## config.mk

```make
export PLATFORM = sky130hd
export DESIGN_NAME = ranging_addr_peak_regs
export DESIGN_NICKNAME = d
export VERILOG_FILES = /design/src/hdl/ranging_regs_pkg.sv /design/src/hdl/reg_access_if.sv /design/src/hdl/ranging_addr_peak_regs.sv /design/src/hdl/serial_bus_target.sv
export SDC_FILE = /design/constraint.sdc
export NUM_CORES = 1
export LEC_CHECK = 0
export BUFFER_PORTS_ARGS = -buffer_cell sky130_fd_sc_hd__buf_2
export CORE_MARGIN = 4
export CORE_UTILIZATION = 64
export DETAILED_ROUTE_END_ITERATION = 8
export PLACE_DENSITY_LB_ADDON = 0.2
export SLEW_MARGIN = 10
export SYNTH_ARGS = -nofsm -noshare
export SYNTH_HDL_FRONTEND = slang
export SYNTH_HIERARCHICAL = 1
export SYNTH_SLANG_ARGS = --single-unit
```

## constraint.sdc

```tcl
create_clock -name clk -period 6.75 [get_ports clk]
set_input_delay 0.3375 -clock clk [delete_from_list [all_inputs] [get_ports clk]]
set_output_delay 0.3375 -clock clk [all_outputs]
set_load 0.03 [all_outputs]
```

## src/hdl/ranging_regs_pkg.sv

```systemverilog
// Package with register offsets, field positions and reset values of the ranging register bank.
package ranging_regs_pkg;

  // ----------------------------------------------------------------
  // Register offsets
  // ----------------------------------------------------------------
  localparam logic [7:0] OFS_STATUS            = 8'h01;
  localparam logic [7:0] OFS_SERIAL_UPPER      = 8'h16;
  localparam logic [7:0] OFS_SERIAL_LOWER      = 8'h17;
  localparam logic [7:0] OFS_UNLOCK_UPPER      = 8'h18;
  localparam logic [7:0] OFS_UNLOCK_LOWER      = 8'h19;
  localparam logic [7:0] OFS_ALT_BUS_ADDRESS   = 8'h1A;
  localparam logic [7:0] OFS_THRESHOLD_OVERIDE = 8'h1C;
  localparam logic [7:0] OFS_ADDR_RESP_CONFIG  = 8'h1E;
  localparam logic [7:0] OFS_PEAK_LIST_UPPER   = 8'h26;
  localparam logic [7:0] OFS_PEAK_LIST_LOWER   = 8'h27;

  // ----------------------------------------------------------------
  // Fields and constants
  // ----------------------------------------------------------------
  localparam int         CFG_ALT_STATUS_BIT   = 5;
  localparam int         CFG_ALT_ADDR_EN_BIT  = 4;
  localparam int         CFG_SUPPRESS_DEF_BIT = 3;
  localparam int         CFG_SEL_MSB          = 2;
  localparam logic [6:0] DEFAULT_BUS_ADDRESS  = 7'h62;
  localparam logic [7:0] PEAK_REWIND_VALUE    = 8'h01;
  localparam logic [7:0] ALT_STATUS_BASE      = 8'h01;
  localparam logic [7:0] WRITE_ONLY_READBACK  = 8'h00;
  localparam logic [7:0] UNMAPPED_READBACK    = 8'h00;
  localparam int         PEAK_ENTRY_W         = 11;
  localparam int         BYTE_BITS            = 8;

  // ----------------------------------------------------------------
  // Reset values
  // ----------------------------------------------------------------
  localparam logic [7:0] RST_UNLOCK           = 8'h00;
  localparam logic [7:0] RST_ALT_BUS_ADDRESS  = 8'h00;
  localparam logic [7:0] RST_THRESHOLD        = 8'h00;
  localparam logic [7:0] RST_ADDR_RESP_CONFIG = 8'h00;
  localparam logic [7:0] RST_PEAK_LOW         = 8'h00;

endpackage

```

## src/hdl/reg_access_if.sv

```systemverilog
// Interface carrying register accesses from the bus target to the register bank.
`timescale 1ns/1ps
`default_nettype none
interface reg_access_if;
  logic [6:0] dev_addr;
  logic       addr_hit;
  logic [7:0] reg_addr;
  logic       wr_stb;
  logic [7:0] wdata;
  logic       rd_stb;
  logic [7:0] rdata;

  modport target (output dev_addr, output reg_addr, output wr_stb, output wdata,
                  output rd_stb, input addr_hit, input rdata);
  modport bank   (input dev_addr, input reg_addr, input wr_stb, input wdata,
                  input rd_stb, output addr_hit, output rdata);
endinterface
`default_nettype wire

```

## src/hdl/ranging_addr_peak_regs.sv

```systemverilog
// Address unlock, address response, alternate status, threshold override and peak list readout.
//
// Operation
// - An 8-bit read/write register holds the alternate bus address.
// - Alternate address answers only while both unlock bytes match the serial number.
// - Override zero selects the normal validity judgement.
// - Nonzero override becomes a simple threshold on the peak for validity.
// - Alternate status on: status reads all ones except the selected zero bit.
// - Alternate status off: the normal status byte is presented.
// - A configuration bit enables or disables the alternate address.
// - Suppress clear: answer the default address and a valid alternate address.
// - Suppress set: ignore the default address, answer only the alternate one.
// - Reading the peak upper register latches the low byte and advances the pointer.
// - Writing one to the peak upper register rewinds the pointer to the start.
// - Reading the peak lower register returns the latched low byte.
// - The serial number reads back as two read-only bytes used for unlocking.
`timescale 1ns/1ps
`default_nettype none
module ranging_addr_peak_regs
  import ranging_regs_pkg::*;
#(
  parameter int PEAK_PTR_W = 5
) (
  input  wire logic                    clk,
  input  wire logic                    reset,
  input  wire logic                    scl_in,
  input  wire logic                    sda_in,
  output logic                         sda_out,
  output logic                         sda_oe,
  input  wire logic [15:0]             serial_number,
  input  wire logic [7:0]              status_normal,
  input  wire logic [PEAK_ENTRY_W-1:0] peak_entry,
  output logic [PEAK_PTR_W-1:0]        peak_index,
  input  wire logic [PEAK_ENTRY_W-1:0] meas_peak,
  input  wire logic                    default_valid,
  output logic                         meas_valid,
  output logic [7:0]                   threshold_override
);

  reg_access_if bus ();

  logic [7:0] unlock_upper_reg;
  logic [7:0] unlock_lower_reg;
  logic [7:0] alt_addr_reg;
  logic [7:0] config_reg;
  logic [7:0] peak_low_reg;
  logic       unlocked;
  logic       alt_match;
  logic       def_match;
  logic [7:0] alt_status;
  logic [7:0] rdata_next;

  serial_bus_target u_target (
    .clk     (clk),
    .reset   (reset),
    .scl_in  (scl_in),
    .sda_in  (sda_in),
    .sda_out (sda_out),
    .sda_oe  (sda_oe),
    .bus     (bus.target)
  );

  // ----------------------------------------------------------------
  // Bus address response
  // ----------------------------------------------------------------
  // The alternate address is the low seven bits of its register; even values are the host's duty.
  assign unlocked  = (unlock_upper_reg == serial_number[15:8]) &&
                     (unlock_lower_reg == serial_number[7:0]);
  assign alt_match = config_reg[CFG_ALT_ADDR_EN_BIT] && unlocked &&
                     (bus.dev_addr == alt_addr_reg[6:0]);
  assign def_match = !config_reg[CFG_SUPPRESS_DEF_BIT] &&
                     (bus.dev_addr == DEFAULT_BUS_ADDRESS);
  assign bus.addr_hit = def_match || alt_match;

  // ----------------------------------------------------------------
  // Software registers
  // ----------------------------------------------------------------
  always_ff @(posedge clk or posedge reset) begin
    if (reset) begin
      unlock_upper_reg   <= RST_UNLOCK;
      unlock_lower_reg   <= RST_UNLOCK;
      alt_addr_reg       <= RST_ALT_BUS_ADDRESS;
      threshold_override <= RST_THRESHOLD;
      config_reg         <= RST_ADDR_RESP_CONFIG;
    end else if (bus.wr_stb) begin
      case (bus.reg_addr)
        OFS_UNLOCK_UPPER:      unlock_upper_reg   <= bus.wdata;
        OFS_UNLOCK_LOWER:      unlock_lower_reg   <= bus.wdata;
        OFS_ALT_BUS_ADDRESS:   alt_addr_reg       <= bus.wdata;
        OFS_THRESHOLD_OVERIDE: threshold_override <= bus.wdata;
        OFS_ADDR_RESP_CONFIG:  config_reg         <= bus.wdata;
        default: begin
        end
      endcase
    end
  end

  // ----------------------------------------------------------------
  // Peak list pointer and low byte latch
  // ----------------------------------------------------------------
  always_ff @(posedge clk or posedge reset) begin
    if (reset) begin
      peak_index   <= '0;
      peak_low_reg <= RST_PEAK_LOW;
    end else if (bus.rd_stb && (bus.reg_addr == OFS_PEAK_LIST_UPPER)) begin
      peak_low_reg <= peak_entry[7:0];
      peak_index   <= peak_index + 1'b1;
    end else if (bus.wr_stb && (bus.reg_addr == OFS_PEAK_LIST_UPPER) &&
                 (bus.wdata == PEAK_REWIND_VALUE)) begin
      peak_index <= '0;
    end else if (bus.wr_stb && (bus.reg_addr == OFS_PEAK_LIST_LOWER)) begin
      peak_low_reg <= bus.wdata;
    end
  end

  // ----------------------------------------------------------------
  // Measurement validity
  // ----------------------------------------------------------------
  // Registered so the measurement engine sees a clean level one cycle after its inputs.
  always_ff @(posedge clk or posedge reset) begin
    if (reset) begin
      meas_valid <= 1'b0;
    end else if (threshold_override == 8'h00) begin
      meas_valid <= default_valid;
    end else begin
      meas_valid <= (meas_peak >= PEAK_ENTRY_W'(threshold_override));
    end
  end

  // ----------------------------------------------------------------
  // Read data
  // ----------------------------------------------------------------
  assign alt_status = ~(ALT_STATUS_BASE << config_reg[CFG_SEL_MSB:0]);

  always_comb begin
    rdata_next = UNMAPPED_READBACK;
    case (bus.reg_addr)
      OFS_STATUS: begin
        if (config_reg[CFG_ALT_STATUS_BIT]) begin
          rdata_next = alt_status;
        end else begin
          rdata_next = status_normal;
        end
      end
      OFS_SERIAL_UPPER:      rdata_next = serial_number[15:8];
      OFS_SERIAL_LOWER:      rdata_next = serial_number[7:0];
      OFS_UNLOCK_UPPER:      rdata_next = WRITE_ONLY_READBACK;
      OFS_UNLOCK_LOWER:      rdata_next = WRITE_ONLY_READBACK;
      OFS_ALT_BUS_ADDRESS:   rdata_next = alt_addr_reg;
      OFS_THRESHOLD_OVERIDE: rdata_next = threshold_override;
      OFS_ADDR_RESP_CONFIG:  rdata_next = config_reg;
      OFS_PEAK_LIST_UPPER:   rdata_next = {5'h00, peak_entry[10:8]};
      OFS_PEAK_LIST_LOWER:   rdata_next = peak_low_reg;
      default:               rdata_next = UNMAPPED_READBACK;
    endcase
  end

  assign bus.rdata = rdata_next;

  // Upper and lower reads sit a whole byte apart on the wire, far beyond any repetition count.
  // A separate copy of the expected low byte therefore follows upper reads and lower writes.
  logic [7:0] peak_low_check_reg;

  always_ff @(posedge clk or posedge reset) begin
    if (reset) begin
      peak_low_check_reg <= RST_PEAK_LOW;
    end else if (bus.rd_stb && (bus.reg_addr == OFS_PEAK_LIST_UPPER)) begin
      peak_low_check_reg <= peak_entry[7:0];
    end else if (bus.wr_stb && (bus.reg_addr == OFS_PEAK_LIST_LOWER)) begin
      peak_low_check_reg <= bus.wdata;
    end
  end
endmodule
`default_nettype wire

```

## src/hdl/serial_bus_target.sv

```systemverilog
// Two-wire serial bus target: address match, register pointer, byte writes and reads.
`timescale 1ns/1ps
`default_nettype none
module serial_bus_target
  import ranging_regs_pkg::*;
(
  input  wire logic   clk,
  input  wire logic   reset,
  input  wire logic   scl_in,
  input  wire logic   sda_in,
  output logic        sda_out,
  output logic        sda_oe,
  reg_access_if.target bus
);

  typedef enum logic [2:0] {
    ST_IDLE     = 3'b000,
    ST_ADDR     = 3'b001,
    ST_ADDR_ACK = 3'b010,
    ST_PTR      = 3'b011,
    ST_WDATA    = 3'b100,
    ST_WACK     = 3'b101,
    ST_RDATA    = 3'b110,
    ST_RACK     = 3'b111
  } bus_state_e;

  bus_state_e state_reg;
  logic       scl_q;
  logic       sda_q;
  logic [7:0] shift_reg;
  logic [7:0] tx_reg;
  logic [3:0] cnt_reg;
  logic       rw_reg;
  logic       nack_reg;
  logic [7:0] ptr_reg;
  logic       scl_rise;
  logic       scl_fall;
  logic       start_cond;
  logic       stop_cond;
  logic       byte_done;
  logic       ptr_load;

  // ----------------------------------------------------------------
  // Line edges and bus conditions
  // ----------------------------------------------------------------
  always_ff @(posedge clk or posedge reset) begin
    if (reset) begin
      scl_q <= 1'b1;
      sda_q <= 1'b1;
    end else begin
      scl_q <= scl_in;
      sda_q <= sda_in;
    end
  end

  assign scl_rise   = scl_in & ~scl_q;
  assign scl_fall   = ~scl_in & scl_q;
  assign start_cond = scl_in & scl_q & sda_q & ~sda_in;
  assign stop_cond  = scl_in & scl_q & ~sda_q & sda_in;
  assign byte_done  = scl_fall && (cnt_reg == 4'(BYTE_BITS));
  assign ptr_load   = byte_done && (state_reg == ST_PTR);

  assign bus.dev_addr = shift_reg[7:1];
  assign bus.wdata    = shift_reg;
  assign bus.reg_addr = ptr_reg;
  assign bus.wr_stb   = byte_done && (state_reg == ST_WDATA);
  assign bus.rd_stb   = scl_fall && (((state_reg == ST_ADDR_ACK) && rw_reg) ||
                                     ((state_reg == ST_RACK) && !nack_reg));
  // The line is open drain: only a low level is ever driven.
  assign sda_out      = 1'b0;

  // ----------------------------------------------------------------
  // Register pointer, advanced after every data byte
  // ----------------------------------------------------------------
  always_ff @(posedge clk or posedge reset) begin
    if (reset) begin
      ptr_reg <= 8'h00;
    end else if (ptr_load) begin
      ptr_reg <= shift_reg;
    end else if (bus.wr_stb || bus.rd_stb) begin
      ptr_reg <= ptr_reg + 8'h01;
    end
  end

  // ----------------------------------------------------------------
  // Transfer sequencing
  // ----------------------------------------------------------------
  always_ff @(posedge clk or posedge reset) begin
    if (reset) begin
      state_reg <= ST_IDLE;
      shift_reg <= 8'h00;
      tx_reg    <= 8'h00;
      cnt_reg   <= 4'h0;
      rw_reg    <= 1'b0;
      nack_reg  <= 1'b0;
      sda_oe    <= 1'b0;
    end else if (start_cond) begin
      state_reg <= ST_ADDR;
      cnt_reg   <= 4'h0;
      sda_oe    <= 1'b0;
    end else if (stop_cond) begin
      state_reg <= ST_IDLE;
      sda_oe    <= 1'b0;
    end else begin
      case (state_reg)
        ST_ADDR, ST_PTR, ST_WDATA: begin
          if (scl_rise && (cnt_reg < 4'(BYTE_BITS))) begin
            shift_reg <= {shift_reg[6:0], sda_in};
            cnt_reg   <= cnt_reg + 4'h1;
          end
          if (byte_done) begin
            cnt_reg <= 4'h0;
            if (state_reg != ST_ADDR) begin
              sda_oe    <= 1'b1;
              state_reg <= ST_WACK;
            end else if (bus.addr_hit) begin
              sda_oe    <= 1'b1;
              rw_reg    <= shift_reg[0];
              state_reg <= ST_ADDR_ACK;
            end else begin
              state_reg <= ST_IDLE;
            end
          end
        end
        ST_ADDR_ACK: begin
          if (scl_fall) begin
            if (rw_reg) begin
              tx_reg    <= bus.rdata;
              sda_oe    <= ~bus.rdata[7];
              cnt_reg   <= 4'h1;
              state_reg <= ST_RDATA;
            end else begin
              sda_oe    <= 1'b0;
              state_reg <= ST_PTR;
            end
          end
        end
        ST_WACK: begin
          if (scl_fall) begin
            sda_oe    <= 1'b0;
            state_reg <= ST_WDATA;
          end
        end
        ST_RDATA: begin
          if (byte_done) begin
            sda_oe    <= 1'b0;
            state_reg <= ST_RACK;
          end else if (scl_fall) begin
            tx_reg  <= {tx_reg[6:0], 1'b0};
            sda_oe  <= ~tx_reg[6];
            cnt_reg <= cnt_reg + 4'h1;
          end
        end
        ST_RACK: begin
          if (scl_rise) begin
            nack_reg <= sda_in;
          end
          if (scl_fall) begin
            if (nack_reg) begin
              state_reg <= ST_IDLE;
            end else begin
              tx_reg    <= bus.rdata;
              sda_oe    <= ~bus.rdata[7];
              cnt_reg   <= 4'h1;
              state_reg <= ST_RDATA;
            end
          end
        end
        default: begin
          state_reg <= ST_IDLE;
        end
      endcase
    end
  end

endmodule
`default_nettype wire

```

-- Word level (Yosys, flattened, before mapping)
Index checks and enable logic that the tools add are counted.
- register bits after elaboration: 89
- bits of input ports: 51
- output and inout port bits: 16
- logic and storage cells: 182
- add/sub/neg operators: 3
- $lt $le $gt $ge: 2
- equality and inequality tests: 47
- shift-type cells: 1
- multiplexer cells: 53
- bitwise operators: 17
- reduce and logical (&&, ||, !) cells: 41
- operators with widths (kind ; count):
    $pmux W8 S8 ; 1
    $eq A8 B5 Y1 const B ; 7
    $mux W8 ; 6
    $mux W7 ; 6
    $mux W4 ; 10
    $mux W3 ; 10
    $ne A4 B1 Y1 const B ; 6
    $pmux W7 S3 ; 1
    $reduce_and A9 Y1 ; 2
    $eq A8 B1 Y1 const B ; 2
    $eq A8 B6 Y1 const B ; 2
    $eq A8 B8 Y1 ; 2
    $pmux W4 S4 ; 1
    $logic_and A1 B1 Y1 ; 15
    $ne A3 B1 Y1 const B ; 5
    $pmux W3 S5 ; 1
    $mux W1 ; 13
    $eq A3 B3 Y1 const B ; 4
    $reduce_and A2 Y1 ; 6
    $ge A11 B8 Y1 ; 1
    $mux W5 ; 2
    $ne A2 B1 Y1 const B ; 5
    $not A1 Y1 ; 9
    $add A8 B1 Y8 const B ; 1
    31 further kinds ; 46

-- Logic depth before layout (Yosys ltp)
- depth after elaboration: 11
- mapped depth: 10
- mapped depth without buffers: 9

-- By module
Netlist, hierarchy kept.
- modules (own cells, without submodules) (module ; instances ; cells an instance ; area each (µm²) ; sequential area each (µm²)):
    ranging_addr_peak_regs ; 1 ; 328 ; 3455.8 ; 1351.3
    serial_bus_target ; 1 ; 241 ; 2279.7 ; 878.3

-- Least setup slack after synthesis
OpenSTA, ideal clock, no wires.
- path type: register -> register
- start: register u_target.cnt_reg[0]
- end: register unlock_upper_reg[0]
- setup time: 0.125 ns
- arrival: 2.503 ns
- data required time: 6.625 ns
- slack: 4.122 ns
- cell stages (with the launch flop): 11
- buffers on the path: 2
- period minus slack after synthesis: 2.628 ns
- cell sequence: dfrtp_1 > inv_1 > ha_1 > and3b_1 > buf_6 > nand2_1 > nor3_1 > nand3b_1 > or4_4 > buf_6 > mux2_4
- cells in the longest elaborated chain, start to end: 4
- RTL lines (element ; RTL line ; source):
    start, declared ; serial_bus_target.sv:32 ; logic [3:0] cnt_reg;
    start signal, assigned ; serial_bus_target.sv:109 ; cnt_reg <= cnt_reg + 4'h1;
    start signal, assigned ; serial_bus_target.sv:151 ; cnt_reg <= cnt_reg + 4'h1;
    $eq A4 B4 Y1 ; serial_bus_target.sv:60 ; assign byte_done = scl_fall && (cnt_reg == 4'(BYTE_BITS));
    $logic_and A1 B1 Y1 ; serial_bus_target.sv:60 ;
    $logic_and A1 B1 Y1 ; serial_bus_target.sv:66 ; assign bus.wr_stb = byte_done && (state_reg == ST_WDATA);
    net bus.wr_stb ; reg_access_if.sv:8 ; logic wr_stb;
    $reduce_and A2 Y1 (no source line) ; - ;
    end signal, assigned ; ranging_addr_peak_regs.sv:87 ; OFS_UNLOCK_UPPER: unlock_upper_reg <= bus.wdata;
    end, declared ; ranging_addr_peak_regs.sv:42 ; logic [7:0] unlock_upper_reg;
The timed path passes the listed nets, and every way through them passes these cells.
A chain may end at the register's enable or synchronous reset.

-- Final worst setup path
- start: register u_target.cnt_reg[0]
- end: register alt_addr_reg[3]
- cells in the longest elaborated chain, start to end: 4
- RTL lines (element ; RTL line ; source):
    $eq A4 B4 Y1 ; serial_bus_target.sv:60 ;
    $logic_and A1 B1 Y1 ; serial_bus_target.sv:60 ;
    $logic_and A1 B1 Y1 ; serial_bus_target.sv:66 ;
    net bus.wr_stb ; reg_access_if.sv:8 ;
    $reduce_and A2 Y1 (no source line) ; - ;
    end signal, assigned ; ranging_addr_peak_regs.sv:89 ; OFS_ALT_BUS_ADDRESS: alt_addr_reg <= bus.wdata;
    end, declared ; ranging_addr_peak_regs.sv:44 ; logic [7:0] alt_addr_reg;
The timed path passes the listed nets, and every way through them passes these cells.

==> flow_summary.yaml <==
floorplan:
  fp.coreArea_um2: 8721
  die_width_um: 102.7
  dieArea_um2: 10540
  io_pins: 67
  floorplan.die.height_um: 102.7
  initial_utilization_pct: 65.77
  core.rowCount: 34
logic_synthesis:
  synth_warnings: 6
  synthArstFlopShare_pct: 100.0
  postSynthNetCount: 632
  synth_largest_type_area_fraction_pct: 37.96
  netlist.top_cell.by_area: "sky130_fd_sc_hd__dfrtp_1"
  synth_edf_count: 0
  ys_seq_elements: 89
  post_synth_design_cell_area_um2: 5736
  netlist_top_cells_area: "sky130_fd_sc_hd__dfrtp_1, sky130_fd_sc_hd__mux2_2, sky130_fd_sc_hd__xor2_1"
  syn-mean-instance-area_um2: 10.08
  dominantRegCellSynth: "sky130_fd_sc_hd__dfrtp_1"
  synth_seq_area_share_pct: 38.87
  syn_inst: 569
  yosys_cell_types: 78
detailed_routing:
  routed_wire_length_per_instance_um: 20.42
  num_vias: 4790
  detail_route.drc_violations: 0
  drt_first_pass_iters: 7
  ant_nets: 0
  drtIter0Drc: 500
  detail_route.vias_per_cell: 6.598
  drt_wl_total_mm: 14.83
timing:
  max_slew_margin_pct: 24.55
  skew_ns: 0.01376
  post-route-period-util_pct: 51.69
  timing.final.hold_violations: 0
  min_period_ns: 3.489
  timing.final.max_slew_violations: 0
  finalSetupViolations: 0
  grt_setup_unrepaired: "no"
  setup_total_negative_slack_ns: 0
  fin_hold_ws_ns: 0.06777
  achievable-frequency_mhz: 286.6
  worst_tran_pin_value_ns: 1.121
finish:
  multi_input_comb_area_um2: 3186
  layout.cells.most_common: "sky130_fd_sc_hd__dfrtp_1"
  layout.cells.most_common_list: "sky130_fd_sc_hd__dfrtp_1, sky130_fd_sc_hd__buf_2, sky130_fd_sc_hd__mux2_2, sky130_fd_sc_hd__nand2_1, sky130_fd_sc_hd__o21ai_0"
  n_fill_cell: 656
  syn_to_final_growth_pct: 7.853
  finalNetCount: 676
  finish.instance_area_um2: 6186
  num_antenna_cells: 0
  fraction_of_final_layout_cells_sized_beyond_drive_strength_1_pct: 27.02
  storage_element_area_um2: 2230
  stdcell_count: 726
clocking:
  tritoncts: "done"
  worst_skew_pair_later_pin_latency_ns: 0.37
  post_cts_resize_count: 0
  clock_tree.root_cell: "sky130_fd_sc_hd__clkbuf_8"
  clkSlewWorstSetupHoldPaths_ns: 0.10
  cts.hold.buffers_added: 0
  cts_buffers: 9
  post_cts.repair.setup_buffers: 0
  ctsLongestPathBuffers: 2
  clock_tree.htree_level_count: 3
  clock_sink_count: 89
setup_path:
  worst_setup_path_start_kind: "flip-flop"
  crit_required_ns: 7.00
  critical_path_fanouts_max: 10
  arr_time_crit_path_ns: 3.74
  cp_cell_sequence: "inv_1, ha_1, and3b_1, nand2_1, nor3_1, nand3b_1, nor3_2, mux2_2"
  timing.critical_path.to_type: "flip-flop"
  crit_type: "flip-flop to flip-flop"
  critical-path-top-delay-family: "simple AND/OR/NAND/NOR gates"
  crit_path_max_incr_delay_ns: 0.70
  worstPathBufferInverterCount: 1
  crit_slowest_cell: "sky130_fd_sc_hd__nor3_1"
power:
  power_density_cells_nw_per_um2: 203.8
  p_total_w: 0.001261
  max_vdd_drop_v: 0.0002647
  total_leakage_power_nw: 2.880
grt:
  globalRoute.totalOverflow: 0
  first_pass_grt_wire_length_mm: 23.16
  track_usage_pct: 28.79
  number_of_global_route_vias_before_repair: 4479
  antenna_found_initial: 0
  grt_start_max_net_pins: 55
run:
  timing.max_cap.violations: 0
run_status:
  run_status: "complete, no violations"
placed_design:
  gp_congestion: 0.9497
  dpl_cell_area_um2: 5992
  detailed_place_hpwl_mm: 10.45
  post-place-cells: 710
  place.port_buffers: 65
hold_path:
  worstHoldPathType: "input port to asynchronous set/reset pin"
## synthesized netlist by cell type, types with 3 or more instances
library cell                n
sky130_fd_sc_hd__ha_1      12
sky130_fd_sc_hd__a31oi_1    6
sky130_fd_sc_hd__a41oi_1    4
sky130_fd_sc_hd__o22ai_1    4
sky130_fd_sc_hd__nor3b_1    6
sky130_fd_sc_hd__nand2b_1   6
sky130_fd_sc_hd__nand3_1   16
sky130_fd_sc_hd__inv_1     22
sky130_fd_sc_hd__and2_1     3
sky130_fd_sc_hd__buf_4     11
sky130_fd_sc_hd__nand3b_1   3
sky130_fd_sc_hd__nand4b_1   6
sky130_fd_sc_hd__o221ai_1   7
sky130_fd_sc_hd__mux2_2    48
sky130_fd_sc_hd__nor4_1    12
sky130_fd_sc_hd__o211ai_1   4
sky130_fd_sc_hd__nand2_1   42
sky130_fd_sc_hd__buf_2      6
sky130_fd_sc_hd__nor2_1    32
sky130_fd_sc_hd__a21oi_1   20
sky130_fd_sc_hd__clkbuf_1  11
sky130_fd_sc_hd__nor4b_1    4
sky130_fd_sc_hd__dfrtp_1   87
sky130_fd_sc_hd__o21ai_0   35
sky130_fd_sc_hd__nor3_1     5
sky130_fd_sc_hd__a211oi_1   3
sky130_fd_sc_hd__mux2_4     8
sky130_fd_sc_hd__and3b_1    4
sky130_fd_sc_hd__xor2_1    23
sky130_fd_sc_hd__a22oi_1   14
sky130_fd_sc_hd__a22o_1    11
sky130_fd_sc_hd__nand4_1    8
sky130_fd_sc_hd__buf_6      6
sky130_fd_sc_hd__nor2b_1    4
sky130_fd_sc_hd__mux2i_1   19
## logic make-up (layout without fill, tap and decap cells)
| family | Yosys count | in the layout | synth area share, % |
|---|---|---|---|
| buf+inv | 59 | 108 | 5.693 |
| mux | 75 | 75 | 14.83 |
| fa+ha+maj | 12 | 12 | 2.618 |
| simple gates | 177 | 177 | 18.06 |
| flops | 89 | 89 | 38.87 |
| compound gates | 131 | 131 | 16.03 |
| xor+xnor | 25 | 25 | 3.818 |
| other cells | 1 | 1 | 0.06538 |
## report_power, final
group	internal [W]	switching, W	total, W	leakage, nW
logic	0.000100	0.000110	0.000210	1.59
registers	0.000567	0.000116	0.000683	1.19
clock network	0.000145	0.000222	0.000368	0.0973
## worst min-delay path, stage by stage
cell and delay, ns:
sky130_fd_sc_hd__buf_2 0.11, sky130_fd_sc_hd__inv_1 0.04, sky130_fd_sc_hd__buf_4 0.38
## per-layer routing
metal,track usage [%],routed length [um]
met2,43.25,6710
met5,0,0
met4,12.01,448
met3,4.127,1169
met1,41.90,6496
## per-stage QoR
stage | utilization [%] | worst slack (ns)
3_3_place_gp | 68.71 | 3.495
3_5_place_dp | 68.71 | 3.398
6_report | 70.93 | 3.261
2_1_floorplan | - | 4.122
4_1_cts | 70.93 | 3.358
5_1_grt | 70.93 | 3.107
## worst paths after layout
path	start	to	slack, ns	cells after the start
setup reg to reg	u_target/cnt_reg[0]	alt_addr_reg[3]	3.26	8
hold reg to reg	alt_addr_reg[7]	alt_addr_reg[7]	0.52	1
max in group asynchronous	reset	alt_addr_reg[7]	6.12	3
setup / recovery	u_target/cnt_reg[0]	alt_addr_reg[3]	3.26	8
min in group clk	sda_in	u_target/sda_q	0.13	1
hold / removal	reset	u_target/tx_reg[4]	0.07	3
## cell type report
cell class	count	share of cell area, %
multi-input combinational	421	51.50
inverter	23	1.396
timing repair buffer	69	5.744
tap	108	2.184
clock buffer	9	2.002
sequential	89	36.04
clock inverter	7	1.133
No activity file was read; power rests on OpenSTA's default activity.
